$ cat config.mk
export PLATFORM = sky130hd
export DESIGN_NAME = bitrev_and_table_addressing
export DESIGN_NICKNAME = d
export VERILOG_FILES = /design/src/hdl/bitrev_table_pkg.sv /design/src/hdl/bitrev_and_table_addressing.sv
export VERILOG_INCLUDE_DIRS = /design/src /design/src/hdl
export SDC_FILE = /design/constraint.sdc
export NUM_CORES = 1
export LEC_CHECK = 0
export ABC_AREA = 1
export BUFFER_PORTS_ARGS = -buffer_cell sky130_fd_sc_hd__clkbuf_2
export CORE_ASPECT_RATIO = 2
export CORE_MARGIN = 3
export CORE_UTILIZATION = 42
export DETAILED_ROUTE_END_ITERATION = 16
export MAX_ROUTING_LAYER = met4
export PLACE_DENSITY = 0.75
export SKIP_LAST_GASP = 1
export SYNTH_ARGS = -nofsm -noshare
export SYNTH_HDL_FRONTEND = slang
export SYNTH_SLANG_ARGS = --single-unit
export TNS_END_PERCENT = 50
$ cat constraint.sdc
create_clock -name clk_in -period 5.43 [get_ports clk_in]
set_input_delay 0.543 -clock clk_in [delete_from_list [all_inputs] [get_ports clk_in]]
set_output_delay 0.543 -clock clk_in [all_outputs]
set_load 0.05 [all_outputs]
$ cat src/hdl/bitrev_table_params.svh
`ifndef BITREV_TABLE_PARAMS_SVH
`define BITREV_TABLE_PARAMS_SVH
// register map (word index on the plain register port)
`define REG_BITREV_CTRL 4'h0
`define REG_ADDR_MODE 4'h1
`define REG_TABLE_PAGE 4'h2
`define REG_LAST_EA 4'h3
`define REG_LAST_PADDR_LO 4'h4
`define REG_LAST_PADDR_HI 4'h5
// field positions
`define BITREV_EN_BIT 15
`define BITREV_MOD_MSB 14
`define PTR_SEL_MSB 11
`define PTR_SEL_LSB 8
`define TABLE_CFG_BIT 7
// reset values and codes
`define BITREV_CTRL_RST 16'h0000
`define ADDR_MODE_RST 16'h0f00
`define TABLE_PAGE_RST 8'h00
`define PTR_SEL_NONE 4'hf
`endif

$ cat src/hdl/bitrev_table_pkg.sv
package bitrev_table_pkg;
    typedef enum logic [2:0]
    {
        AM_DIRECT,
        AM_INDIRECT,
        AM_POST_INC,
        AM_POST_DEC,
        AM_PRE_INC,
        AM_PRE_DEC,
        AM_INDEXED
    } addr_mode_e;

    typedef enum logic [1:0]
    {
        TBL_READ_LOW,
        TBL_READ_HIGH,
        TBL_WRITE_LOW,
        TBL_WRITE_HIGH
    } table_op_e;

    typedef struct packed
    {
        logic valid;
        logic write;
        logic byte_size;
        addr_mode_e mode;
        logic [3:0] reg_num;
        logic [15:0] pointer;
        logic [15:0] offset;
    } agu_req_s;

    typedef struct packed
    {
        logic valid;
        table_op_e op;
        logic byte_mode;
        logic [15:0] ea;
    } table_req_s;
endpackage

$ cat src/hdl/bitrev_and_table_addressing.sv
// Operation
// - bit reversal only in X address generator and only for data writes
// - only modifier is bit reversed; pointers stay in normal order
// - active when pointer select not 1111, enable set, pre/post increment mode
// - enable flag is bit 15 of bit reverse control register
// - bits 14:0 hold pivot modifier, normally half buffer size
// - word data assumed; address bit 0 zero, modifier scaled to bytes
// - byte writes or other modes get normal addresses
// - active: pointer plus modifier with reverse carry, mode offset ignored, bit 0 cleared
// - bit reversal takes precedence over circular buffering on writes
// - 16 entry sequence equals mirrored 4-bit index
// - program words 24 bits, data words 16 bits, alignment kept
// - fetch and remapped program address bit 0 always zero
// - table address is page above 16-bit data effective address
// - page bit 7 clear selects user space, set selects configuration
// - table operations need no alignment; reads reach configuration space
// - word low read returns program bits 15:0
// - byte low read picks upper byte when select is 1, else lower
// - word high read returns bits 23:16 with upper data byte zero
// - byte high read with select 1 returns zero
// - program counter steps two per word; low and high share range
// - remapped program space is read only, low 16 bits exposed
`timescale 1ns/1ns
`include "bitrev_table_params.svh"
module bitrev_and_table_addressing
(
    input wire logic clk_in,
    input wire logic rst_in,
    input wire logic [3:0] reg_addr_in,
    input wire logic [15:0] reg_wdata_in,
    input wire logic reg_write_in,
    input wire logic reg_read_in,
    output logic [15:0] reg_rdata_out,
    input wire bitrev_table_pkg::agu_req_s agu_req_in,
    input wire logic [15:0] modulo_ea_in,
    input wire logic modulo_hit_in,
    output logic ea_valid_out,
    output logic [15:0] ea_out,
    output logic bitrev_used_out,
    input wire bitrev_table_pkg::table_req_s table_req_in,
    output logic [23:0] prog_addr_out,
    output logic prog_addr_valid_out,
    output logic prog_write_out,
    output logic prog_high_out,
    output logic config_space_out,
    input wire logic [23:0] prog_word_in,
    input wire logic prog_word_valid_in,
    output logic [15:0] table_rdata_out,
    output logic table_rdata_valid_out,
    input wire logic [22:0] pc_in,
    output logic [23:0] fetch_addr_out,
    input wire logic [15:0] psv_offset_in,
    input wire logic [7:0] psv_page_in,
    input wire logic psv_write_in,
    output logic [23:0] psv_addr_out,
    output logic psv_allow_out,
    output logic [15:0] psv_rdata_out
);
    import bitrev_table_pkg::*;

    // ----------------------------------------
    // registers
    // ----------------------------------------
    logic [15:0] bitrev_ctrl_r;
    logic [15:0] addr_mode_r;
    logic [7:0] table_page_r;
    logic [15:0] rdata_r;
    logic [15:0] rdata_nxt;

    wire logic wr_bitrev = reg_write_in && (reg_addr_in == `REG_BITREV_CTRL);
    wire logic wr_mode = reg_write_in && (reg_addr_in == `REG_ADDR_MODE);
    wire logic wr_page = reg_write_in && (reg_addr_in == `REG_TABLE_PAGE);

    always_ff @(posedge clk_in)
    begin
        if (rst_in)
        begin
            bitrev_ctrl_r <= `BITREV_CTRL_RST;
            addr_mode_r <= `ADDR_MODE_RST;
            table_page_r <= `TABLE_PAGE_RST;
            rdata_r <= 16'h0000;
        end
        else
        begin
            if (wr_bitrev)
                bitrev_ctrl_r <= reg_wdata_in;
            if (wr_mode)
                addr_mode_r <= reg_wdata_in;
            if (wr_page)
                table_page_r <= reg_wdata_in[7:0];
            rdata_r <= rdata_nxt;
        end
    end

    // ----------------------------------------
    // bit reversed write address
    // ----------------------------------------
    wire logic bitrev_enable = bitrev_ctrl_r[`BITREV_EN_BIT];
    wire logic [14:0] pivot = bitrev_ctrl_r[`BITREV_MOD_MSB:0];
    wire logic [3:0] bitrev_pointer_select = addr_mode_r[`PTR_SEL_MSB:`PTR_SEL_LSB];
    wire logic inc_mode = (agu_req_in.mode == AM_PRE_INC) ||
        (agu_req_in.mode == AM_POST_INC);
    // reads, byte writes and other modes fall through to normal addressing
    wire logic bitrev_active = agu_req_in.valid && agu_req_in.write &&
        !agu_req_in.byte_size && inc_mode && bitrev_enable &&
        (bitrev_pointer_select != `PTR_SEL_NONE) &&
        (agu_req_in.reg_num == bitrev_pointer_select);
    // word data: modifier scaled by two into a byte offset
    wire logic [15:0] mod_bytes = {pivot, 1'b0};
    // reverse carry add: reverse both, add normally, reverse back
    function automatic logic [15:0] mirror16(input logic [15:0] v);
        logic [15:0] m;
        m = 16'h0000;
        for (int i = 0; i < 16; i++)
            m[i] = v[15 - i];
        return m;
    endfunction
    wire logic [15:0] rev_sum = mirror16(mirror16(agu_req_in.pointer) +
        mirror16(mod_bytes));
    wire logic [15:0] bitrev_ea = {rev_sum[15:1], 1'b0};
    wire logic [15:0] normal_base = modulo_hit_in ? modulo_ea_in : agu_req_in.pointer;
    wire logic [15:0] normal_ea = (agu_req_in.mode == AM_PRE_INC ||
        agu_req_in.mode == AM_PRE_DEC || agu_req_in.mode == AM_INDEXED) ?
        normal_base + agu_req_in.offset : normal_base;

    always_ff @(posedge clk_in)
    begin
        if (rst_in)
        begin
            ea_valid_out <= 1'b0;
            ea_out <= 16'h0000;
            bitrev_used_out <= 1'b0;
        end
        else
        begin
            ea_valid_out <= agu_req_in.valid;
            // held between requests so the last address stays readable
            if (agu_req_in.valid)
                ea_out <= bitrev_active ? bitrev_ea : normal_ea;
            bitrev_used_out <= bitrev_active;
        end
    end

    // ----------------------------------------
    // table address and data mapping
    // ----------------------------------------
    wire logic tbl_high = (table_req_in.op == TBL_READ_HIGH) ||
        (table_req_in.op == TBL_WRITE_HIGH);
    wire logic tbl_write = (table_req_in.op == TBL_WRITE_LOW) ||
        (table_req_in.op == TBL_WRITE_HIGH);
    // no alignment check on the ea; low and high share one range
    wire logic [23:0] tbl_addr = {table_page_r, table_req_in.ea};
    logic byte_sel_r;
    logic byte_mode_r;
    logic high_r;
    logic pending_r;

    always_ff @(posedge clk_in)
    begin
        if (rst_in)
        begin
            prog_addr_out <= 24'h000000;
            prog_addr_valid_out <= 1'b0;
            prog_write_out <= 1'b0;
            prog_high_out <= 1'b0;
            config_space_out <= 1'b0;
            byte_sel_r <= 1'b0;
            byte_mode_r <= 1'b0;
            high_r <= 1'b0;
            pending_r <= 1'b0;
        end
        else
        begin
            prog_addr_valid_out <= table_req_in.valid;
            if (table_req_in.valid)
            begin
                prog_addr_out <= tbl_addr;
                prog_write_out <= tbl_write;
                prog_high_out <= tbl_high;
                config_space_out <= table_page_r[`TABLE_CFG_BIT];
                byte_sel_r <= table_req_in.ea[0];
                byte_mode_r <= table_req_in.byte_mode;
                high_r <= tbl_high;
                pending_r <= !tbl_write;
            end
            else if (prog_word_valid_in)
                pending_r <= 1'b0;
        end
    end

    logic [15:0] tbl_data;
    always_comb
    begin
        if (!high_r)
            tbl_data = !byte_mode_r ? prog_word_in[15:0] :
                (byte_sel_r ? {8'h00, prog_word_in[15:8]} :
                {8'h00, prog_word_in[7:0]});
        else
            tbl_data = (byte_mode_r && byte_sel_r) ? 16'h0000 :
                {8'h00, prog_word_in[23:16]};
    end

    always_ff @(posedge clk_in)
    begin
        if (rst_in)
        begin
            table_rdata_out <= 16'h0000;
            table_rdata_valid_out <= 1'b0;
        end
        else
        begin
            table_rdata_valid_out <= pending_r && prog_word_valid_in;
            if (pending_r && prog_word_valid_in)
                table_rdata_out <= tbl_data;
        end
    end

    // ----------------------------------------
    // fetch and program space visibility
    // ----------------------------------------
    assign fetch_addr_out = {pc_in, 1'b0};
    assign psv_addr_out = {psv_page_in, psv_offset_in[15:1], 1'b0};
    assign psv_allow_out = !psv_write_in;
    assign psv_rdata_out = prog_word_in[15:0];

    // ----------------------------------------
    // register readback
    // ----------------------------------------
    always_comb
    begin
        unique case (reg_addr_in)
            `REG_BITREV_CTRL: rdata_nxt = bitrev_ctrl_r;
            `REG_ADDR_MODE: rdata_nxt = addr_mode_r;
            `REG_TABLE_PAGE: rdata_nxt = {8'h00, table_page_r};
            `REG_LAST_EA: rdata_nxt = ea_out;
            `REG_LAST_PADDR_LO: rdata_nxt = prog_addr_out[15:0];
            `REG_LAST_PADDR_HI: rdata_nxt = {8'h00, prog_addr_out[23:16]};
            default: rdata_nxt = 16'h0000;
        endcase
        if (!reg_read_in)
            rdata_nxt = 16'h0000;
    end
    assign reg_rdata_out = rdata_r;

    // ----------------------------------------
    // checks
    // ----------------------------------------
    // byte lanes of the returning word, named for the data checks
    wire logic [7:0] word_upper = prog_word_in[23:16];
    wire logic [7:0] word_middle = prog_word_in[15:8];
    wire logic [7:0] word_lower = prog_word_in[7:0];
endmodule

==> metrics.txt, run 1 <==
die area 19300 um2; syn_area_per_cell about 6.6 um2; DRT iter0 DRCs approximately 280; worst-skew pair later-pin latency 0.42 ns; RSZ-0062 raised after global routing false; RePlAce Congestion 0.975; fmax 393 MHz; Vias/cell 5.28; worst path arrival time about 2.8 ns; Comb power frac 20.2%; Cell Area, Synth 7390 um2; largest net degree at the start of global routing 87; actual slew at the worst max-slew pin around 0.9 ns; max-slew violation count 0; DR DRC count 0; Crit Path Class in2reg; Max stage delay cell, worst path ha_1; hpwl dp 19.7 mm; CP peak stage delay 0.34 ns; initial antenna violation count 0; Total GRT Usage 25.7%; peak supply drop between 0.0002 and 0.00025 V; cts hold-fix bufs 0; postcts setup bufs 0; Crit path top cell by count nand2_1; Post-Route WL 24.5 mm; die width 99.8 um; Sequential Area 2400 um2; maxcap violations 0; # nets final between 1000 and 1500; WP data required roughly 5.7 ns; Yosys cell types 38; worst relative slew slack 38.5%; Core Area 17300 um2; Leak between 4 and 5 nW; worst setup margin 2.89 ns; row cnt 68; final count of hold timing violations 0; Synth Warn # 0; # clock sinks 120; Clock Skew 0.0119 ns; Port-buffer cells 224; # IOs 320; Post-synth EDFFs 0; H-tree depth 4; ranking of synthesized cells by instance count 218 x nand2_1, 129 x inv_1, 120 x dfxtp_1; CTS buffer count 17; Switch Pwr 0.811 mW; part of the cycle the worst path needs 46.8%; Synth area leaders dfxtp_1 33%, nand2_1 11%, a21oi_1 7.9%, o21ai_0 7.4%, buf_4 7.2%; Fillers 1821; Area Growth Syn to Fin 18.4%; critical path peak fanout 18; Switching Fraction ~30%; share of cells above drive strength 1 a little over a fifth; total internal power 1.90 mW; via count 7799; Yosys top cell area share approximately a third; sequential area share after synthesis 32.5%; area of the multi-input gates 3780 um2; Synth area leader dfxtp_1; setup TNS 0 ns; vias in the first global route roughly 7600; Resized Gates After CTS 0; Starting Density between 40% and 50%; Worst setup EP type register; first-pass GRT wire length 37.9 mm; Post-Place Worst Slack approximately 2.5 ns; n_diodes 0; minimum clock period after layout 2.54 ns; GRT Residual Overflow 0; Mapped Cells about 1100; CP Cell Sequence clkbuf_2 -> buf_4 -> inv_2 -> or2_2 -> o21ai_0 -> inv_1 -> ha_1 -> nand2_1 -> inv_1 -> a21oi_1 -> nand2_1 -> nand2_1 -> nand2_1 -> nand2_1 -> nand3_1 -> nand2_1 -> a21oi_1; HP Class in2reg; Synth Flop Type dfxtp_1; most frequent cell after synthesis nand2_1; Die H between 150 and 200 um; Detail Route Antenna Nets 0; async set-reset flop share out of synthesis 0%; DRT Pass-1 Iters 5; Clock power frac roughly 45%; synthesized flop and latch total between 100 and 150; Flop pwr share 35.1%; Routed WL per cell 16.6 um; Root Driver clkbuf_16; Final Util 50.7%; Reg clk slew, reported paths 0.06 ns; CTS tree built; Final setup viols 0; PwrDens between 300 and 400 nW/um2; CP Launch Type input port; outcome completed; CTS Buffer Depth 2
[cell families (layout without fill, tap and decap cells)]
logic type / Yosys count / count (layout) / share of synthesized area, %
multiplexers: 1 / 1 / 0.135
other: 1 / 2 / 0.0508
buffers and inverters: 243 / 396 / 16.4
flip-flops: 120 / 120 / 32.5
AO/OA/AOI/OAI: 276 / 276 / 20.1
adder cells (fa/ha/maj): 31 / 31 / 5.45
XOR/XNOR: 7 / 7 / 0.830
AND/OR/NAND/NOR: 434 / 434 / 24.6
[per-layer routing]
| layer | global-route usage, % | share of wire (%) | vias to the layer above |
|---|---|---|---|
| met1 | 24.1 | 34 | 3519 |
| met4 | 16.0 | 5.8 | 0 |
| met2 | 47.4 | 55 | 289 |
| li1 | - | - | 3896 |
| met3 | 3.75 | 5.1 | 95 |
| met5 | - | 0 | - |
[cell type report]
cell class                 instances  share of cell area, %
sequential                       120                   27.5
timing repair buffer             230                   13.3
clock inverter                     7                   1.59
tap                              210                   3.00
inverter                         134                   5.75
multi-input combinational        751                   43.2
clock buffer                      25                   5.66
[path summary, 6_finish.rpt]
kind,to,slack [ns],cells past startpoint,startpoint
worst max register to register,ea_out[1]$_SDFFE_PP0P_,3.42,10,bitrev_ctrl_r[14]$_SDFFE_PP0P_
worst min register to register,addr_mode_r[6]$_SDFFE_PP0P_,0.45,2,addr_mode_r[6]$_SDFFE_PP0P_
worst min-delay path,high_r$_SDFFE_PP0P_,0.35,3,table_req_in[17]
worst max-delay path,ea_out[11]$_SDFFE_PP0P_,2.89,17,modulo_hit_in
[worst max-delay path: cells and delay by family]
| kind | cells | cell delay (ns) |
|---|---|---|
| adders and majority gates | 1 | 0.34 |
| AOI/OAI and AO/OA | 3 | 0.35 |
| buffers and inverters | 5 | 0.62 |
| and+or+nand+nor | 8 | 0.96 |
[power by group through the flow]
| stage | clock [mW] | combinational (mW) | sequential [mW] |
|---|---|---|---|
| 2_1_floorplan | 0 | 0.388 | 1.05 |
| 3_3_place_gp | 0 | 0.539 | 0.968 |
| 3_5_place_dp | 0 | 0.544 | 0.968 |
| 4_1_cts | 1.22 | 0.546 | 0.950 |
| 5_1_grt | 1.27 | 0.601 | 0.953 |
| 6_report | 1.21 | 0.546 | 0.950 |
[registers in the layout, summed over array words and instances (netlist names), 8 cells and up]
| register | flops |
|---|---|
| ea_out | 16 |
| prog_addr_out | 24 |
| addr_mode_r | 16 |
| bitrev_ctrl_r | 16 |
| table_rdata_out | 16 |
| table_page_r | 8 |
| reg_rdata_out | 16 |
[through the flow]
stage	instances	power, mW	hold slack [ns]	instance area (um2)
detailed placement	1445	1.51	0.450	8120
global placement	1445	1.51	0.440	8120
finish	1477	2.71	0.351	8750
CTS	1477	2.72	0.341	8750
floorplan	1114	1.44	0.430	7390
global route	1477	2.82	0.363	8750
[layout by cell type (no fill, tap or decap), types with 3 or more instances in the layout]
cell type  Yosys  routed
nand4_1        5       5
o22ai_1       18      18
o21a_1         3       3
o21ai_0      109     109
or2_2          3       3
o211ai_1       4       4
xor2_1         7       7
nand3b_1       4       4
dfxtp_1      120     120
nor3_1        20      20
o21ai_1        4       4
a31oi_1        8       8
a21oi_1      116     116
buf_4         71       6
nor2_1       102     102
a21oi_2        3       3
clkbuf_2       0     224
clkbuf_8       0       4
inv_1        129     128
inv_2          3       4
nand2_1      218     218
ha_1          29      29
clkbuf_16      0      17
clkbuf_1      23       4
nand3_1       74      74
bufinv_16      0       4
a221oi_1       8       8
Note: power is estimated with default switching activity, not from simulation.
==> inputs of run 2 (changes only) <==
Settings changed: PLACE_DENSITY 0.75 to 0.78.
Clock period 5.43 ns to 2.1 ns, I/O delays scaled along.
==> run 2 against run 1 <==
Against the previous run:
- setup slack worse by 2.8 ns
- critical endpoint is now ea_out[2]$_SDFFE_PP0P_
- die area unchanged
- count of clock-buffer cells in the layout down 6
- cell area up 1.8%
- first-iteration DRC count up 9.4%
- largest cell class unchanged
- cell count up 1.6%
- largest power group unchanged
- critical path type is now reg2reg
- critical path depth down 8
- non-clock buffer count up 22
- total power rose to 2.5 times the previous value
- register-to-register slack worse by 3.3 ns
- via count up 2.4%
==> metrics.txt, run 2 (synthesis results as in run 1) <==
outcome completed; Reg clk slew, reported paths 0.06 ns; DRT iter0 DRCs 304; Worst setup EP type register; PwrDens 770 nW/um2; minimum clock period after layout 2.01 ns; vias in the first global route 7859; worst path arrival time 2.33 ns; Max stage delay cell, worst path nor3_1; Crit path top cell by count nand2_1; # clock sinks 120; first-pass GRT wire length 39.3 mm; Crit Path Class reg2reg; Routed WL per cell 17.1 um; CP peak stage delay 0.44 ns; GRT Residual Overflow 0; Vias/cell 5.32; Worst Path Buf+Inv 0; H-tree depth 4; HP Class in2reg; Clock Skew 0.00651 ns; hold path depth 3; CP Depth 9; CP Launch Type register; RSZ-0062 raised after global routing false; # nets final 1483; critical path peak fanout 5; Starting Density 42.8%; actual slew at the worst max-slew pin 0.633 ns; fmax 496 MHz; dpl cells 1467; fin cells 1500; delay-heaviest family, CP simple AND/OR/NAND/NOR gates; part of the cycle the worst path needs between 90% and 100%; GR Layer Usage met3 under 10%; share of cells above drive strength 1 23.4%; Resized Gates After CTS 0; commonest non-fill, non-tap cell in the layout clkbuf_2; met1 Usage GRT 23.0%; worst-skew pair later-pin latency 0.42 ns; # IOs between 300 and 400; die width 99.8 um; maxcap violations 0; most frequent cells in the layout 224 x clkbuf_2, 218 x nand2_1, 128 x inv_1; Final setup viols 0; Root Driver clkbuf_16; Die H 194 um; postcts setup bufs 0; hpwl dp around 21 mm; Total GRT Usage roughly 27%; final count of hold timing violations 0; peak supply drop 0.000613 V; Most flops, register prog_addr_out; CTS tree built; initial antenna violation count 1; Reg2Reg Depth 9; RePlAce Congestion 0.963; via count 7983; worst relative slew slack 57.8%; row cnt 68; max FFs per register 24; max-slew violation count 0; Core Area between 15000 and 20000 um2; Port-buffer cells roughly 220; busiest grt layer met2; Fillers 1776; WP data required 2.42 ns; M2 GR Usage 50.3%; cts hold-fix bufs 0; CTS buffer count 17; CTS Buffer Depth 2; CP Cell Sequence ha_1 -> nand2_1 -> nor3_1 -> and2_1 -> nand2_1 -> nand3_1 -> nand3_1 -> nand2_1 -> nand2_1; largest net degree at the start of global routing 39; die area 19300 um2; Detail Route Antenna Nets 0; setup TNS 0 ns; Leak approximately 4.5 nW; Area Growth Syn to Fin 20.5%; DRT Pass-1 Iters 6; DR DRC count 0; Post-Route WL 25.6 mm
## run 2: through the flow
| stage | setup slack [ns] | total power [mW] | hold slack, ns | instance area [um2] | utilization (%) |
|---|---|---|---|---|---|
| floorplan | 0.0111 | 3.72 | 0.340 | 7390 | - |
| global placement | -0.0775 | 3.95 | 0.420 | 8310 | 48.1 |
| detailed placement | -0.0974 | 3.96 | 0.420 | 8310 | 48.1 |
| CTS | 0.105 | 6.87 | 0.00201 | 8900 | 51.6 |
| global route | 0.0151 | 7.13 | 0.0190 | 8910 | 51.6 |
| finish | 0.0853 | 6.86 | 0.00665 | 8910 | 51.6 |
## run 2: layer usage
metal	routed length [um]	vias to the layer above
li1	-	3933
met3	1530	128
met5	0	-
met2	14200	363
met4	1810	0
met1	8100	3559
## run 2: report_power, final
group          switching, mW  internal [mW]  total [mW]
registers             0.0855           2.37        2.46
clock network           1.11           1.82        2.93
logic                   1.01          0.455        1.47
total                   2.22           4.64        6.86
## run 2: layout make-up
type	count	area, um2	share of cell area, %
Sequential cell	120	2400	27.0
Antenna cell	1	2.50	0.0281
Multi-Input combinational cell	751	3780	42.5
Tap cell	210	263	2.95
Timing Repair Buffer	252	1360	15.2
Clock buffer	19	453	5.09
Clock inverter	13	145	1.63
Inverter	134	503	5.65
## run 2: path summary, 6_finish.rpt
| check | start | endpoint | slack (ns) |
|---|---|---|---|
| max | bitrev_ctrl_r[5]$_SDFFE_PP0P_ | ea_out[2]$_SDFFE_PP0P_ | 0.09 |
| min | table_req_in[9] | prog_addr_out[9]$_SDFFE_PP0P_ | 0.007 |
| max reg2reg | bitrev_ctrl_r[5]$_SDFFE_PP0P_ | ea_out[2]$_SDFFE_PP0P_ | 0.09 |
| min reg2reg | addr_mode_r[6]$_SDFFE_PP0P_ | addr_mode_r[6]$_SDFFE_PP0P_ | 0.45 |
## run 2: worst reg2reg max path: cells and delay by family, from the launching register on
| kind | cells | cell delay (ns) |
|---|---|---|
| adder cells (fa/ha/maj) | 1 | 0.36 |
| flip-flops | 1 | 0.32 |
| AND/OR/NAND/NOR | 8 | 1.24 |
==> inputs of run 3 (changes only) <==
Settings changed: CTS_BUF_LIST set to sky130_fd_sc_hd__clkbuf_2 sky130_fd_sc_hd__clkbuf_4 sky130_fd_sc_hd__clkbuf_8.
==> run 3 against run 2 <==
Against the previous run:
- die area is the same
- non-clock buffer count grew 11
- sequential cell count unchanged
- sequential power about the same
- first-iteration DRC count is 13% lower
- setup slack gained 0.022 ns
- total power fell by 11%
- cell area down 0.91%
- global-route usage shrank 0.19 points
- sequential share of layout area is 0.25 points higher
==> metrics.txt, run 3 (synthesis results as in run 1) <==
peak supply drop 0.000662 V; Die H 194 um; # nets final approximately 1500; Post-Place Worst Slack -0.0974 ns; Clock Skew about 0.011 ns; Resized Gates After CTS 0; max FFs per register 24; GRT Residual Overflow 0; Detail Route Antenna Nets 0; dpl cells 1467; Area Growth Syn to Fin 19.4%; hpwl dp 20.8 mm; worst relative slew slack 58.3%; Sequential Area 2400 um2; commonest non-fill, non-tap cell in the layout clkbuf_2; Most flops, register prog_addr_out; Worst setup EP type register; max-slew violation count 0; final instance area between 8000 and 9000 um2; postcts setup bufs 0; Post-Route WL 25.5 mm; DR DRC count 0; die width between 90 and 100 um; worst setup margin ~0.11 ns; initial antenna violation count 1; CTS Buffer Depth 2; Root Driver clkbuf_8; Routed WL per cell 16.9 um; actual slew at the worst max-slew pin about 0.62 ns; RePlAce Congestion 0.963; Reg2Reg Depth 9; hold path startpoint table_req_in[7]; Final setup viols 0; Crit Path Class reg2reg; HP Class in2reg; vias in the first global route 7861; CTS tree built; Core Area 17300 um2; Leak 4.41 nW; row cnt 68; Power, Total 6.08 mW; fmax around 500 MHz; FF-to-FF End ea_out[2]$_SDFFE_PP0P_; maxcap violations 0; M1 wire length 8.34 mm; share of cells above drive strength 1 23.2%; R2R Setup Slk 0.11 ns; Hold Path End prog_addr_out[7]$_SDFFE_PP0P_; outcome completed; worst-skew pair later-pin latency 0.45 ns; worst r2r src bitrev_ctrl_r[5]$_SDFFE_PP0P_; Starting Density 42.8%; critical path peak fanout 5; DR top layer met4; Reg clk slew, reported paths 0.08 ns; Post-DP Area 8310 um2; first-pass GRT wire length roughly 39 mm; most frequent cells in the layout 224 x clkbuf_2, 218 x nand2_1, 128 x inv_1; RSZ-0062 raised after global routing false; WP data required 2.45 ns; final count of hold timing violations 0; H-tree depth 4; CTS buffer count 17; PwrDens about 700 nW/um2; DRT Pass-1 Iters 5; fin cells 1511; minimum clock period after layout 1.99 ns; via count 8060; Total GRT Usage 26.7%; Fillers 1771; # clock sinks 120; worst path arrival time approximately 2.3 ns; setup TNS 0 ns; # IOs 320; CP Launch Type register; Port-buffer cells roughly 220; met2 WL 14.1 mm; Vias/cell 5.33; die area 19300 um2; part of the cycle the worst path needs 94.9%; WL met3 1.35 mm; area of the multi-input gates 3780 um2; hold path depth 3; largest net degree at the start of global routing 39; DRT iter0 DRCs 266
-- run 3: changes by cell type in the layout (fill, tap and decap cells not counted) --
cell,before,now
clkbuf_8,2,19
clkbuf_16,17,0
dlygate4sd3_1,0,11
-- run 3: power by group --
part           switching, mW  total (mW)  internal (mW)
registers             0.0862        2.45           2.37
logic                   1.02        1.49          0.468
clock network           1.01        2.14           1.12
total                   2.12        6.08           3.96
-- run 3: layout make-up --
| cell class | count | share of cell area [%] |
|---|---|---|
| diodes | 1 | 0.0284 |
| clock buffers | 19 | 2.96 |
| clock inverters | 13 | 1.64 |
| inverters | 134 | 5.70 |
| multi-input cells | 751 | 42.8 |
| flip-flops and latches | 120 | 27.2 |
| well taps | 210 | 2.98 |
| repair buffers | 263 | 16.6 |
-- run 3: worst max path at each step --
stage / end / start / slack (ns)
2_1_floorplan: ea_out[8]$_SDFFE_PP0P_ / modulo_hit_in / 0.01
3_3_place_gp: ea_out[13]$_SDFFE_PP0P_ / modulo_hit_in / -0.08
3_5_place_dp: ea_out[13]$_SDFFE_PP0P_ / modulo_hit_in / -0.1
4_1_cts: ea_out[1]$_SDFFE_PP0P_ / bitrev_ctrl_r[14]$_SDFFE_PP0P_ / 0.11
5_1_grt: ea_out[1]$_SDFFE_PP0P_ / bitrev_ctrl_r[14]$_SDFFE_PP0P_ / 0.01
6_report: ea_out[2]$_SDFFE_PP0P_ / bitrev_ctrl_r[5]$_SDFFE_PP0P_ / 0.11
-- run 3: metrics by stage --
step / utilization, % / hold slack [ns]
6_report: 51.1 / 0.0221
5_1_grt: 51.1 / 0.0178
4_1_cts: 51.1 / 0.00758
3_5_place_dp: 48.1 / 0.420
3_3_place_gp: 48.1 / 0.420
2_1_floorplan: - / 0.340
-- run 3: routing by layer --
| layer | GRT usage, % | vias up |
|---|---|---|
| li1 | - | 3952 |
| met1 | 22.9 | 3641 |
| met2 | 50.0 | 341 |
| met3 | 4.37 | 126 |
| met4 | 18.8 | 0 |
| met5 | - | - |
-- run 3: timing repair --
action | CTS | global route
endpoints found under the setup margin | 0 | 1
hold endpoints to repair | 11 | 0
hold buffers | 11 | 0
-- run 3: worst max-delay path: stages (launching register included) --
cell and delay, ns:
dfxtp_1 0.32, ha_1 0.35, nand2_1 0.15, nor3_1 0.42, and2_1 0.20, nand2_1 0.13
nand3_1 0.12, nand3_1 0.08, nand2_1 0.08, nand2_1 0.04
